`src/tvl_pkg.sv`:
```
// constants and types shared by the trap and vector logic
package tvl_pkg;
    // ==========================================================
    // sizes
    localparam int NODES   = 26;
    localparam int NODE_W  = 5;
    localparam int PRIO_W  = 4;
    localparam int TN_W    = 7;
    localparam int VEC_W   = 16;
    localparam int FLAG_W  = 8;
    localparam int B_COUNT = 5;

    // ==========================================================
    // trap numbers of the fixed hardware traps
    localparam logic [TN_W-1:0] TN_RESET  = 7'h00;
    localparam logic [TN_W-1:0] TN_NMI    = 7'h02;
    localparam logic [TN_W-1:0] TN_STKO   = 7'h04;
    localparam logic [TN_W-1:0] TN_STKU   = 7'h06;
    localparam logic [TN_W-1:0] TN_CLASSB = 7'h0A;

    // trap number per interrupt node, node 0 first
    localparam logic [TN_W-1:0] NODE_TRAP [NODES] = '{
        7'h45, 7'h46, 7'h20, 7'h21, 7'h3D, 7'h3E, 7'h22, 7'h23, 7'h24,
        7'h25, 7'h26, 7'h27, 7'h28, 7'h29, 7'h2A, 7'h47, 7'h2B, 7'h2C,
        7'h2D, 7'h2E, 7'h2F, 7'h3F, 7'h40, 7'h41, 7'h42, 7'h43};
    localparam int NODE_CAPCOM30 = 0;
    localparam int NODE_CLK_RTC  = 25;

    // ==========================================================
    // register offsets
    localparam logic [11:0] ADDR_FLAGS = 12'h000;
    localparam logic [11:0] ADDR_MASK  = 12'h004;
    localparam logic [11:0] ADDR_STATE = 12'h008;
    localparam logic [11:0] ADDR_NODE0 = 12'h100;

    // node control fields
    localparam int NC_REQ_BIT = 7;
    localparam int NC_EN_BIT  = 6;

    // exception flag register bits
    localparam int FLG_NMI  = 0;
    localparam int FLG_STKO = 1;
    localparam int FLG_STKU = 2;
    localparam int FLG_B0   = 3;

    // mask reset value and hardware trap priority
    localparam logic [FLAG_W-1:0] MASK_RST = 8'h00;
    localparam logic [PRIO_W-1:0] TRAP_PRIO = 4'hF;

    // ==========================================================
    // types
    typedef enum logic [1:0] {CL_NONE, CL_B, CL_A, CL_RESET} tvl_class_t;
    typedef enum logic [1:0] {KD_HW, KD_SW, KD_INT} tvl_kind_t;
    typedef enum logic       {ST_IDLE, ST_ISSUE} tvl_state_t;
endpackage : tvl_pkg

```
`src/tvl_core.sv`:
```
// trap and vector logic: node flags, hardware traps, branch requests
//
// What this block does
// - every node has its own request flag, enable flag, vector and trap number.
// - a hardware trap branches to the vector of its trap number at once and cannot be masked.
// - each hardware trap except the reset functions sets its own bit in the exception flag register.
// - a hardware trap preempts anything except a trap service of equal or higher class.
// - standard interrupts are held off while a class A or class B trap service runs; a reset service does not hold them off.
// - all reset functions branch to vector 0 with trap number 0 and set no flag.
// - nmi, stack overflow and stack underflow each have their own vector and flag.
// - all class B faults share one vector, each with its own flag.
// - software traps accept any trap number up to 7F and run at current priority.
// - each node has a four bit priority; only a higher priority preempts.
// - software may raise a node request by writing its request bit to one.
//
// Our own choices: the placing of the registers and the APB interface to the registers.
`timescale 1ns/1ns
module tvl_core
    import tvl_pkg::*;
(
    // clock and reset
    input  wire logic               clk,
    input  wire logic               srst,
    // apb slave
    input  wire logic               psel,
    input  wire logic               penable,
    input  wire logic               pwrite,
    input  wire logic [11:0]        paddr,
    input  wire logic [31:0]        pwdata,
    output logic                    pready,
    output logic                    pslverr,
    output logic [31:0]             prdata,
    // peripheral request pulses
    input  wire logic [NODES-1:0]   node_event,
    // trap conditions, one-cycle pulses
    input  wire logic               hw_reset_req,
    input  wire logic               sw_reset_req,
    input  wire logic               wdog_overflow,
    input  wire logic               nmi_event,
    input  wire logic               stack_over_event,
    input  wire logic               stack_under_event,
    input  wire logic [B_COUNT-1:0] class_b_event,
    // software trap from the pipeline
    input  wire logic               sw_trap_req,
    input  wire logic [TN_W-1:0]    sw_trap_num,
    output logic                    sw_trap_grant,
    // cpu pipeline
    input  wire logic [PRIO_W-1:0]  cpu_prio,
    input  wire logic               trap_return,
    input  wire logic               branch_ack,
    output logic                    branch_valid,
    output logic [VEC_W-1:0]        branch_vector,
    output logic [TN_W-1:0]         branch_trap_num,
    output logic [PRIO_W-1:0]       branch_prio,
    // interrupt
    output logic                    irq
);
    // ==========================================================
    // state
    logic [NODES-1:0]  node_req;
    logic [NODES-1:0]  node_en;
    logic [PRIO_W-1:0] node_prio [NODES];
    logic [FLAG_W-1:0] exception_flag_register;
    logic [FLAG_W-1:0] flag_mask;
    logic [FLAG_W-1:0] read_snap;
    logic              reset_pend;
    logic [2:0]        a_pend;
    logic [B_COUNT-1:0] b_pend;
    tvl_class_t        trap_level;
    tvl_class_t        sel_class;
    tvl_class_t        held_class;
    tvl_kind_t         held_kind;
    tvl_state_t        state;
    logic [TN_W-1:0]   sel_num;
    logic [NODE_W-1:0] held_node;
    logic              int_any;
    logic [NODE_W-1:0] int_idx;
    logic [PRIO_W-1:0] int_prio;

    // ==========================================================
    // apb decode
    logic        setup;
    logic        access;
    logic        wr_en;
    logic        node_hit;
    logic [11:0] node_off;
    logic [NODE_W-1:0] wr_node;
    logic        mapped;

    assign setup    = psel && !penable;
    assign access   = psel && penable;
    assign node_off = paddr - ADDR_NODE0;
    assign wr_node  = node_off[NODE_W+1:2];
    assign node_hit = (paddr >= ADDR_NODE0) && (node_off[11:2] < 10'(NODES))
                      && (paddr[1:0] == 2'b00);
    assign mapped   = node_hit || paddr == ADDR_FLAGS || paddr == ADDR_MASK
                      || paddr == ADDR_STATE;
    assign wr_en    = access && pwrite && mapped;
    assign pready   = 1'b1;
    assign pslverr  = access && !mapped;

    // read data is captured in setup so it comes from a flop with no wait state
    always_ff @(posedge clk) begin
        if (srst) begin
            prdata    <= '0;
            read_snap <= '0;
        end else if (setup) begin
            prdata    <= '0;
            read_snap <= '0;
            if (!pwrite) begin
                if (paddr == ADDR_FLAGS) begin
                    prdata[FLAG_W-1:0] <= exception_flag_register;
                    read_snap          <= exception_flag_register;
                end else if (paddr == ADDR_MASK) begin
                    prdata[FLAG_W-1:0] <= flag_mask;
                end else if (paddr == ADDR_STATE) begin
                    prdata[1:0] <= trap_level;
                    prdata[2]   <= branch_valid;
                end else if (node_hit) begin
                    prdata[NC_REQ_BIT]   <= node_req[wr_node];
                    prdata[NC_EN_BIT]    <= node_en[wr_node];
                    prdata[PRIO_W-1:0]   <= node_prio[wr_node];
                end
            end
        end
    end

    // ==========================================================
    // node control registers
    logic ack_int;
    assign ack_int = branch_valid && branch_ack && held_kind == KD_INT;

    for (genvar n = 0; n < NODES; n++) begin : g_node
        logic wr_this;
        assign wr_this = wr_en && node_hit && wr_node == NODE_W'(n);
        // a hardware or software set beats a clear in the same cycle
        always_ff @(posedge clk) begin
            if (srst) begin
                node_req[n] <= 1'b0;
            end else if (node_event[n]) begin
                node_req[n] <= 1'b1;
            end else if (wr_this) begin
                node_req[n] <= pwdata[NC_REQ_BIT];
            end else if (ack_int && held_node == NODE_W'(n)) begin
                node_req[n] <= 1'b0;
            end
        end
        always_ff @(posedge clk) begin
            if (srst) begin
                node_en[n]   <= 1'b0;
                node_prio[n] <= '0;
            end else if (wr_this) begin
                node_en[n]   <= pwdata[NC_EN_BIT];
                node_prio[n] <= pwdata[PRIO_W-1:0];
            end
        end
    end

    // ==========================================================
    // exception flags, mask and interrupt
    logic [FLAG_W-1:0] flag_set;
    assign flag_set = {class_b_event, stack_under_event, stack_over_event, nmi_event};

    always_ff @(posedge clk) begin
        if (srst) begin
            exception_flag_register <= '0;
        end else begin
            // bits read this transfer clear, new events still land
            exception_flag_register <= (exception_flag_register
                & ~((access && !pwrite && paddr == ADDR_FLAGS) ? read_snap : '0))
                | flag_set;
        end
    end

    always_ff @(posedge clk) begin
        if (srst) begin
            flag_mask <= MASK_RST;
        end else if (wr_en && paddr == ADDR_MASK) begin
            flag_mask <= pwdata[FLAG_W-1:0];
        end
    end

    assign irq = |(exception_flag_register & flag_mask);

    // ==========================================================
    // pending hardware traps
    logic take_trap;
    assign take_trap = branch_valid && branch_ack && held_kind == KD_HW;

    always_ff @(posedge clk) begin
        if (srst) begin
            reset_pend <= 1'b0;
            a_pend     <= '0;
            b_pend     <= '0;
        end else begin
            reset_pend <= (hw_reset_req || sw_reset_req || wdog_overflow)
                || (reset_pend && !(take_trap && held_class == CL_RESET));
            if (take_trap && held_class == CL_RESET) begin
                a_pend <= flag_set[FLG_STKU:FLG_NMI];
                b_pend <= class_b_event;
            end else begin
                a_pend <= (a_pend & ~((take_trap && held_class == CL_A)
                          ? (branch_trap_num == TN_NMI ? 3'h1
                             : branch_trap_num == TN_STKO ? 3'h2 : 3'h4)
                          : 3'h0)) | flag_set[FLG_STKU:FLG_NMI];
                b_pend <= (take_trap && held_class == CL_B) ? class_b_event
                          : (b_pend | class_b_event);
            end
        end
    end

    tvl_trap_select u_trap_select (
        .reset_pend (reset_pend),
        .a_pend     (a_pend),
        .b_pend     (b_pend),
        .sel_class  (sel_class),
        .sel_num    (sel_num)
    );

    tvl_node_arbiter u_node_arbiter (
        .req      (node_req),
        .en       (node_en),
        .prio     (node_prio),
        .any      (int_any),
        .idx      (int_idx),
        .win_prio (int_prio)
    );

    // ==========================================================
    // branch request
    logic trap_go;
    logic int_go;
    assign trap_go = sel_class > trap_level || sel_class == CL_RESET;
    assign int_go  = int_any && trap_level == CL_NONE
                     && int_prio > cpu_prio;
    assign sw_trap_grant = branch_valid && branch_ack && held_kind == KD_SW;

    always_ff @(posedge clk) begin
        if (srst) begin
            state           <= ST_IDLE;
            branch_valid    <= 1'b0;
            branch_vector   <= '0;
            branch_trap_num <= '0;
            branch_prio     <= '0;
            held_kind       <= KD_HW;
            held_class      <= CL_NONE;
            held_node       <= '0;
        end else begin
            unique case (state)
                ST_IDLE: begin
                    if (trap_go && sel_class != CL_NONE) begin
                        branch_valid    <= 1'b1;
                        branch_trap_num <= sel_num;
                        branch_vector   <= VEC_W'({sel_num, 2'b00});
                        branch_prio     <= TRAP_PRIO;
                        held_kind       <= KD_HW;
                        held_class      <= sel_class;
                        state           <= ST_ISSUE;
                    end else if (sw_trap_req) begin
                        branch_valid    <= 1'b1;
                        branch_trap_num <= sw_trap_num;
                        branch_vector   <= VEC_W'({sw_trap_num, 2'b00});
                        branch_prio     <= cpu_prio;
                        held_kind       <= KD_SW;
                        state           <= ST_ISSUE;
                    end else if (int_go) begin
                        branch_valid    <= 1'b1;
                        branch_trap_num <= NODE_TRAP[int_idx];
                        branch_vector   <= VEC_W'({NODE_TRAP[int_idx], 2'b00});
                        branch_prio     <= int_prio;
                        held_kind       <= KD_INT;
                        held_node       <= int_idx;
                        state           <= ST_ISSUE;
                    end
                end
                ST_ISSUE: begin
                    // request stands until the pipeline takes it
                    if (branch_ack) begin
                        branch_valid <= 1'b0;
                        state        <= ST_IDLE;
                    end
                end
            endcase
        end
    end

    // class of the running trap service; a reset restarts from none
    always_ff @(posedge clk) begin
        if (srst) begin
            trap_level <= CL_NONE;
        end else if (take_trap) begin
            trap_level <= (held_class == CL_RESET) ? CL_NONE : held_class;
        end else if (trap_return) begin
            trap_level <= CL_NONE;
        end
    end

    // ==========================================================
    // checks
    trap_vector_a: assert property (@(posedge clk) disable iff (srst)
        branch_valid |-> branch_vector == VEC_W'({branch_trap_num, 2'b00}))
        else $error("vector not four times trap number");
    reset_vector_a: assert property (@(posedge clk) disable iff (srst)
        branch_valid && held_class == CL_RESET && held_kind == KD_HW
        |-> branch_trap_num == TN_RESET)
        else $error("reset branch not to trap zero");
    flag_set_a: assert property (@(posedge clk) disable iff (srst)
        nmi_event |=> exception_flag_register[FLG_NMI])
        else $error("nmi flag not set");
    nmi_branch_a: assert property (@(posedge clk) disable iff (srst)
        nmi_event && state == ST_IDLE && !reset_pend && trap_level < CL_A
        ##1 state == ST_IDLE |=> branch_valid && branch_trap_num == TN_NMI)
        else $error("nmi not branched");
    int_blocked_a: assert property (@(posedge clk) disable iff (srst)
        $rose(branch_valid) && held_kind == KD_INT |-> $past(trap_level) == CL_NONE)
        else $error("interrupt during trap service");
    int_prio_a: assert property (@(posedge clk) disable iff (srst)
        $rose(branch_valid) && held_kind == KD_INT
        |-> branch_prio > $past(cpu_prio))
        else $error("interrupt without higher priority");
    sw_prio_a: assert property (@(posedge clk) disable iff (srst)
        $rose(branch_valid) && held_kind == KD_SW
        |-> branch_prio == $past(cpu_prio) && branch_trap_num == $past(sw_trap_num))
        else $error("software trap priority wrong");
    class_b_a: assert property (@(posedge clk) disable iff (srst)
        branch_valid && held_class == CL_B && held_kind == KD_HW
        |-> branch_trap_num == TN_CLASSB)
        else $error("class b trap number wrong");
    preempt_a: assert property (@(posedge clk) disable iff (srst)
        $rose(branch_valid) && held_kind == KD_HW && held_class != CL_RESET
        |-> held_class > $past(trap_level))
        else $error("trap preempted equal or higher class");
    order_a: assert property (@(posedge clk) disable iff (srst)
        $rose(branch_valid) && held_kind == KD_HW && $past(reset_pend)
        |-> held_class == CL_RESET)
        else $error("reset not served first");
    stack_a: assert property (@(posedge clk) disable iff (srst)
        $rose(branch_valid) && held_kind == KD_HW && branch_trap_num == TN_STKO
        |-> $past(a_pend[1]) && !$past(a_pend[0]))
        else $error("stack trap order wrong");
    sw_set_a: assert property (@(posedge clk) disable iff (srst)
        wr_en && node_hit && pwdata[NC_REQ_BIT] |=> node_req[$past(wr_node)])
        else $error("software node request lost");
endmodule : tvl_core

```
`src/tvl_node_arbiter.sv`:
```
// picks the enabled pending node of highest priority
`timescale 1ns/1ns
module tvl_node_arbiter
    import tvl_pkg::*;
(
    // node state
    input  wire logic [NODES-1:0]  req,
    input  wire logic [NODES-1:0]  en,
    input  wire logic [PRIO_W-1:0] prio [NODES],
    // winner
    output logic                   any,
    output logic [NODE_W-1:0]      idx,
    output logic [PRIO_W-1:0]      win_prio
);
    // ties go to the lower node index
    always_comb begin
        any      = 1'b0;
        idx      = '0;
        win_prio = '0;
        for (int i = 0; i < NODES; i++) begin
            if (req[i] && en[i] && (!any || prio[i] > win_prio)) begin
                any      = 1'b1;
                idx      = NODE_W'(i);
                win_prio = prio[i];
            end
        end
    end
endmodule : tvl_node_arbiter

```
`src/tvl_trap_select.sv`:
```
// fixed-order selection among pending hardware traps
`timescale 1ns/1ns
module tvl_trap_select
    import tvl_pkg::*;
(
    // pending traps
    input  wire logic               reset_pend,
    input  wire logic [2:0]         a_pend,
    input  wire logic [B_COUNT-1:0] b_pend,
    // selection
    output tvl_class_t              sel_class,
    output logic [TN_W-1:0]         sel_num
);
    always_comb begin
        sel_class = CL_NONE;
        sel_num   = TN_RESET;
        if (reset_pend) begin
            sel_class = CL_RESET;
            sel_num   = TN_RESET;
        end else if (a_pend[0]) begin
            sel_class = CL_A;
            sel_num   = TN_NMI;
        end else if (a_pend[1]) begin
            sel_class = CL_A;
            sel_num   = TN_STKO;
        end else if (a_pend[2]) begin
            sel_class = CL_A;
            sel_num   = TN_STKU;
        end else if (|b_pend) begin
            sel_class = CL_B;
            sel_num   = TN_CLASSB;
        end
    end
endmodule : tvl_trap_select
```
`config.mk`:
```
export PLATFORM = sky130hd
export DESIGN_NAME = tvl_core
export DESIGN_NICKNAME = d
export VERILOG_FILES = /design/src/tvl_pkg.sv /design/src/tvl_core.sv /design/src/tvl_node_arbiter.sv /design/src/tvl_trap_select.sv
export SDC_FILE = /design/constraint.sdc
export NUM_CORES = 1
export LEC_CHECK = 0
export CORE_ASPECT_RATIO = 0.5
export CORE_MARGIN = 5
export CORE_UTILIZATION = 59
export CTS_BUF_LIST = sky130_fd_sc_hd__clkbuf_4 sky130_fd_sc_hd__clkbuf_8 sky130_fd_sc_hd__clkbuf_16
export DETAILED_ROUTE_END_ITERATION = 12
export DONT_BUFFER_PORTS = 1
export MAX_ROUTING_LAYER = met4
export PLACE_DENSITY = 0.75
export SYNTH_ARGS = -nofsm -noshare
export SYNTH_HDL_FRONTEND = slang
export SYNTH_HIERARCHICAL = 1
export SYNTH_SLANG_ARGS = --single-unit
```
`constraint.sdc`:
```
create_clock -name clk -period 34.2 [get_ports clk]
set_input_delay 3.42 -clock clk [delete_from_list [all_inputs] [get_ports clk]]
set_output_delay 3.42 -clock clk [all_outputs]
set_load 0.02 [all_outputs]
```
==> results by stage <==
Setup path:
- The worst setup path endpoint is held_node[2].
- The critical path data required time is 34.60 ns.
- The worst setup path is captured at a flop.
- Measured in cells, the most critical reg-to-reg path has a length of 229.
- For this run, the slowest stage of the critical path takes roughly 0.4 ns.
- The cell that appears most often on the critical path is a21oi_2.
- In this run the critical register-to-register path is launched from node_en[0].
- In this run the worst setup path begins at node_en[0].
- The arrival time at the worst endpoint is 39.45 ns.
- The largest driver fanout on the critical path is 8.
- The slowest stage cell on the critical path is a221o_1.
- By startpoint and endpoint, the worst setup path is classified as reg -> reg.
- In this run the register-to-register setup slack is -4.85 ns.
- The endpoint identified for the worst register-to-register timing path is held_node[2].
- The startpoint type of the worst setup path is a flop.

Clock tree:
- In this run the number of H-tree levels came out at 1.
- TritonCTS built the clock tree.
- The later pin in the worst-skew pair is clocked with a latency of 0.53 ns.
- Clock tree synthesis inserted a total of 20 buffers.
- The maximum clock insertion buffer count is 3.
- The CTS sink count is 221.
- After clock tree synthesis, the clock-pin slew on the worst setup and hold paths is approximately 0.08 ns.
- Clock tree synthesis selected as its root buffer the cell clkbuf_16.

Logic synthesis:
- The mean instance size in the synthesized netlist is 7.94 um2.
- After synthesis, the netlist uses 115 different library cells.
- After synthesis the netlist holds a flip-flop and latch count of ~220.
- The async set or reset register ratio after synthesis is 0.
- Among all flip-flop cells after synthesis, the most frequent one is dfxtp_1.
- The sequential area share after synthesis is 0.261.
- The area of the mapped netlist is 16,900 um2.
- Yosys printed 6 warnings.
- The number of cells produced by synthesis is 2,131.
- Counting flops with a built-in enable in the synthesized netlist gives 0.

Routing:
- Dividing the detail-routed wire length by the instance count gives ~24 um.
- The total wirelength of the detailed-routed design is 67.9 mm.
- The via count normalized by instance count is 6.83.
- The met2 routed wirelength is 29.7 mm.
- The number of vias after detailed routing is 19,700.
- The routed length on met3 is 8.52 mm.
- The number of remaining DRC errors is 0.
- The highest signal layer in the routed design is met4.
- For this block, wires on met1 add up to 25.0 mm.
- The detailed router finished its first iteration with 3,195 violations.
- The count of nets left with antenna violations once routing finished came out at 0.
- For this run, the detailed router's first-pass iteration total came to 7.

Final layout:
- The library cell used most frequently in the layout, excluding fill and tap cells, is buf_4.
- The area growth from synthesis to layout is 34.1%.
- The share of cells above drive strength 1 is 0.343.
- At the end of the flow, the number of nets in the layout was 2,683.
- The filler cell count is 1,633.
- Leaving out fill and tap cells, the most frequent cells in the layout are buf_4 (427), dfxtp_1 (218), nor2_1 (205), nand2_1 (194), mux2i_1 (136).

STA:
- The period utilization is 1.14.
- The tightest hold path in the finished design has a slack of 0.464 ns.
- Setup repair after global routing could not meet its margin everywhere.
- At the pin with the least slew margin, the transition time is roughly 1.3 ns.
- Subtracting the final worst setup slack from the clock period gives 39.05 ns.
- Once routing completed, OpenROAD measured the worst setup slack at -4.85 ns.
- The relative max-transition margin is 0.149.
- The total setup violations reported at the end of the flow is 20.
- The count of final max-slew check failures is 0.
- The setup total negative slack is -95.84 ns.
- The number of hold-slack violations in the final timing report came to 0.
- Timing would allow up to 25.6 MHz.
- The setup skew after layout is 0.0146 ns.

Floorplan:
- approximately 160 I/O pins were placed.
- The standard-cell row count is 43.
- The die is 250 um wide.
- The die covers about 32,000 um2.
- The total area inside the core boundary comes to 28,000 um2.
- The die is approximately 130 um tall.
- The initial core utilization is 0.605.

GRT:
- Entering global routing, the biggest net connects approximately 220 pins.
- The first global-routing pass estimated 95.8 mm of wire.
- The number of global-route vias before repair was roughly 18,000.
- The aggregate global routing overflow is 0.
- The initial antenna violation count is 1.
- For this run, the total global-route usage over all layers was measured as 0.371.

Pwr:
- IR analysis of the VDD net gives a maximum drop of 33.8 uV.
- In this run the static leakage power is 0.00969 uW.
- For this design the ratio of total power to cell area is 24.8 nW/um2.

Placed design:
- The congestion estimate from routability-driven global placement came to between 0.9 and 1.
- Detailed placement ended at an HPWL of roughly 40 mm.
- The number of port buffers is 0.

Hold path:
- The kind of path behind the tightest hold check is reg -> reg.

Job:
- Max-cap violations in this run came to 0.

Run status:
- The run finished, with violations left.
- The final reports fail on setup timing.
-- synth_stat cells (17+ instances only) --
cell type / n / area, um2
clkbuf_1: 71 / 267
o211ai_1: 27 / 203
o22ai_1: 17 / 106
mux2i_1: 143 / 1430
ha_1: 93 / 1160
nand2_1: 204 / 766
mux4_2: 30 / 676
nor2_1: 218 / 818
nand3_1: 76 / 380
nor3_1: 49 / 245
buf_4: 45 / 338
mux2_2: 26 / 293
nand4_1: 32 / 200
a31oi_1: 44 / 275
a21oi_1: 168 / 841
dfxtp_1: 221 / 4420
a21o_1: 22 / 165
nand2b_1: 28 / 175
nor2b_1: 24 / 150
and2_1: 28 / 175
inv_1: 141 / 529
o21ai_0: 79 / 395
-- cells by family (layout without fill, tap and decap cells) --
family / count (synthesis) / after routing / synth area share
simple gates: 756 / 756 / 0.216
compound gates: 573 / 574 / 0.233
buf+inv: 284 / 621 / 0.0771
flops: 221 / 221 / 0.261
mux: 200 / 200 / 0.143
fa+ha+maj: 93 / 93 / 0.0687
other cells: 3 / 39 / 0.000665
xor+xnor: 1 / 1 / 0.000517
-- worst min path at each step --
stage,start,end,slack [ns],cells after the start
4_1_cts,read_snap[4],read_snap[4],0.46,2
2_1_floorplan,read_snap[4],read_snap[4],0.44,2
3_5_place_dp,read_snap[4],read_snap[4],0.45,2
5_1_grt,read_snap[4],read_snap[4],0.50,2
3_3_place_gp,read_snap[5],read_snap[5],0.44,2
6_report,read_snap[4],read_snap[4],0.46,2
-- stage by stage --
stage	total power [uW]	utilization	std cells	setup slack [ns]	area (um2)
2_1_floorplan	321	-	2166	-0.534	17600
3_3_place_gp	317	0.696	2692	-2.53	19500
3_5_place_dp	318	0.696	2692	-3.16	19500
4_1_cts	556	0.778	2844	-1.94	21800
5_1_grt	577	0.812	2887	-6.07	22700
6_report	563	0.812	2887	-4.85	22700
-- where the power goes --
part	total [uW]	switching (uW)	internal (uW)
Combinational	40.7	23.4	17.2
Clock	246	106	140
Sequential	276	12.7	263
-- final cells by class --
type	count	area, um2	share of cell area
clock inverter	6	82.6	0.00364
sequential	221	4430	0.195
multi-input combinational	1662	13200	0.580
inverter	142	536	0.0236
timing repair buffer	443	3390	0.149
tap	382	478	0.0210
antenna	1	2.50	0.000110
clock buffer	30	612	0.0269
-- worst max-delay path, delay by kind of cell (launching register included) --
kind	cells	cell delay, ns
multiplexers	8	2.17
adder cells (fa/ha/maj)	26	6.87
flip-flops	1	0.40
AND/OR/NAND/NOR	50	7.34
buffers and inverters	31	3.36
AO/OA/AOI/OAI	114	18.68
-- registers in the layout, summed over array words and instances, names as in the netlist, 5 cells and up --
name and cells:
held_node 5, b_pend 5, node_req 26, branch_vector 7, read_snap 8, prdata 8, node_en 26, node_prio 104
exception_flag_register 8, flag_mask 8
-- metal layers --
metal	vias up	GRT usage
met5	-	-
met4	0	0.147
met3	528	0.0842
met2	1650	0.597
met1	9075	0.461
li1	8453	-
-- what timing repair did --
action	in CTS	in global routing
setup buffers	114	42
resized for setup	145	130
hold buffers	0	0
gates cloned	2	0
pin swaps	130	127
setup endpoints to repair	20	20
(Power assumes the default switching activity.)
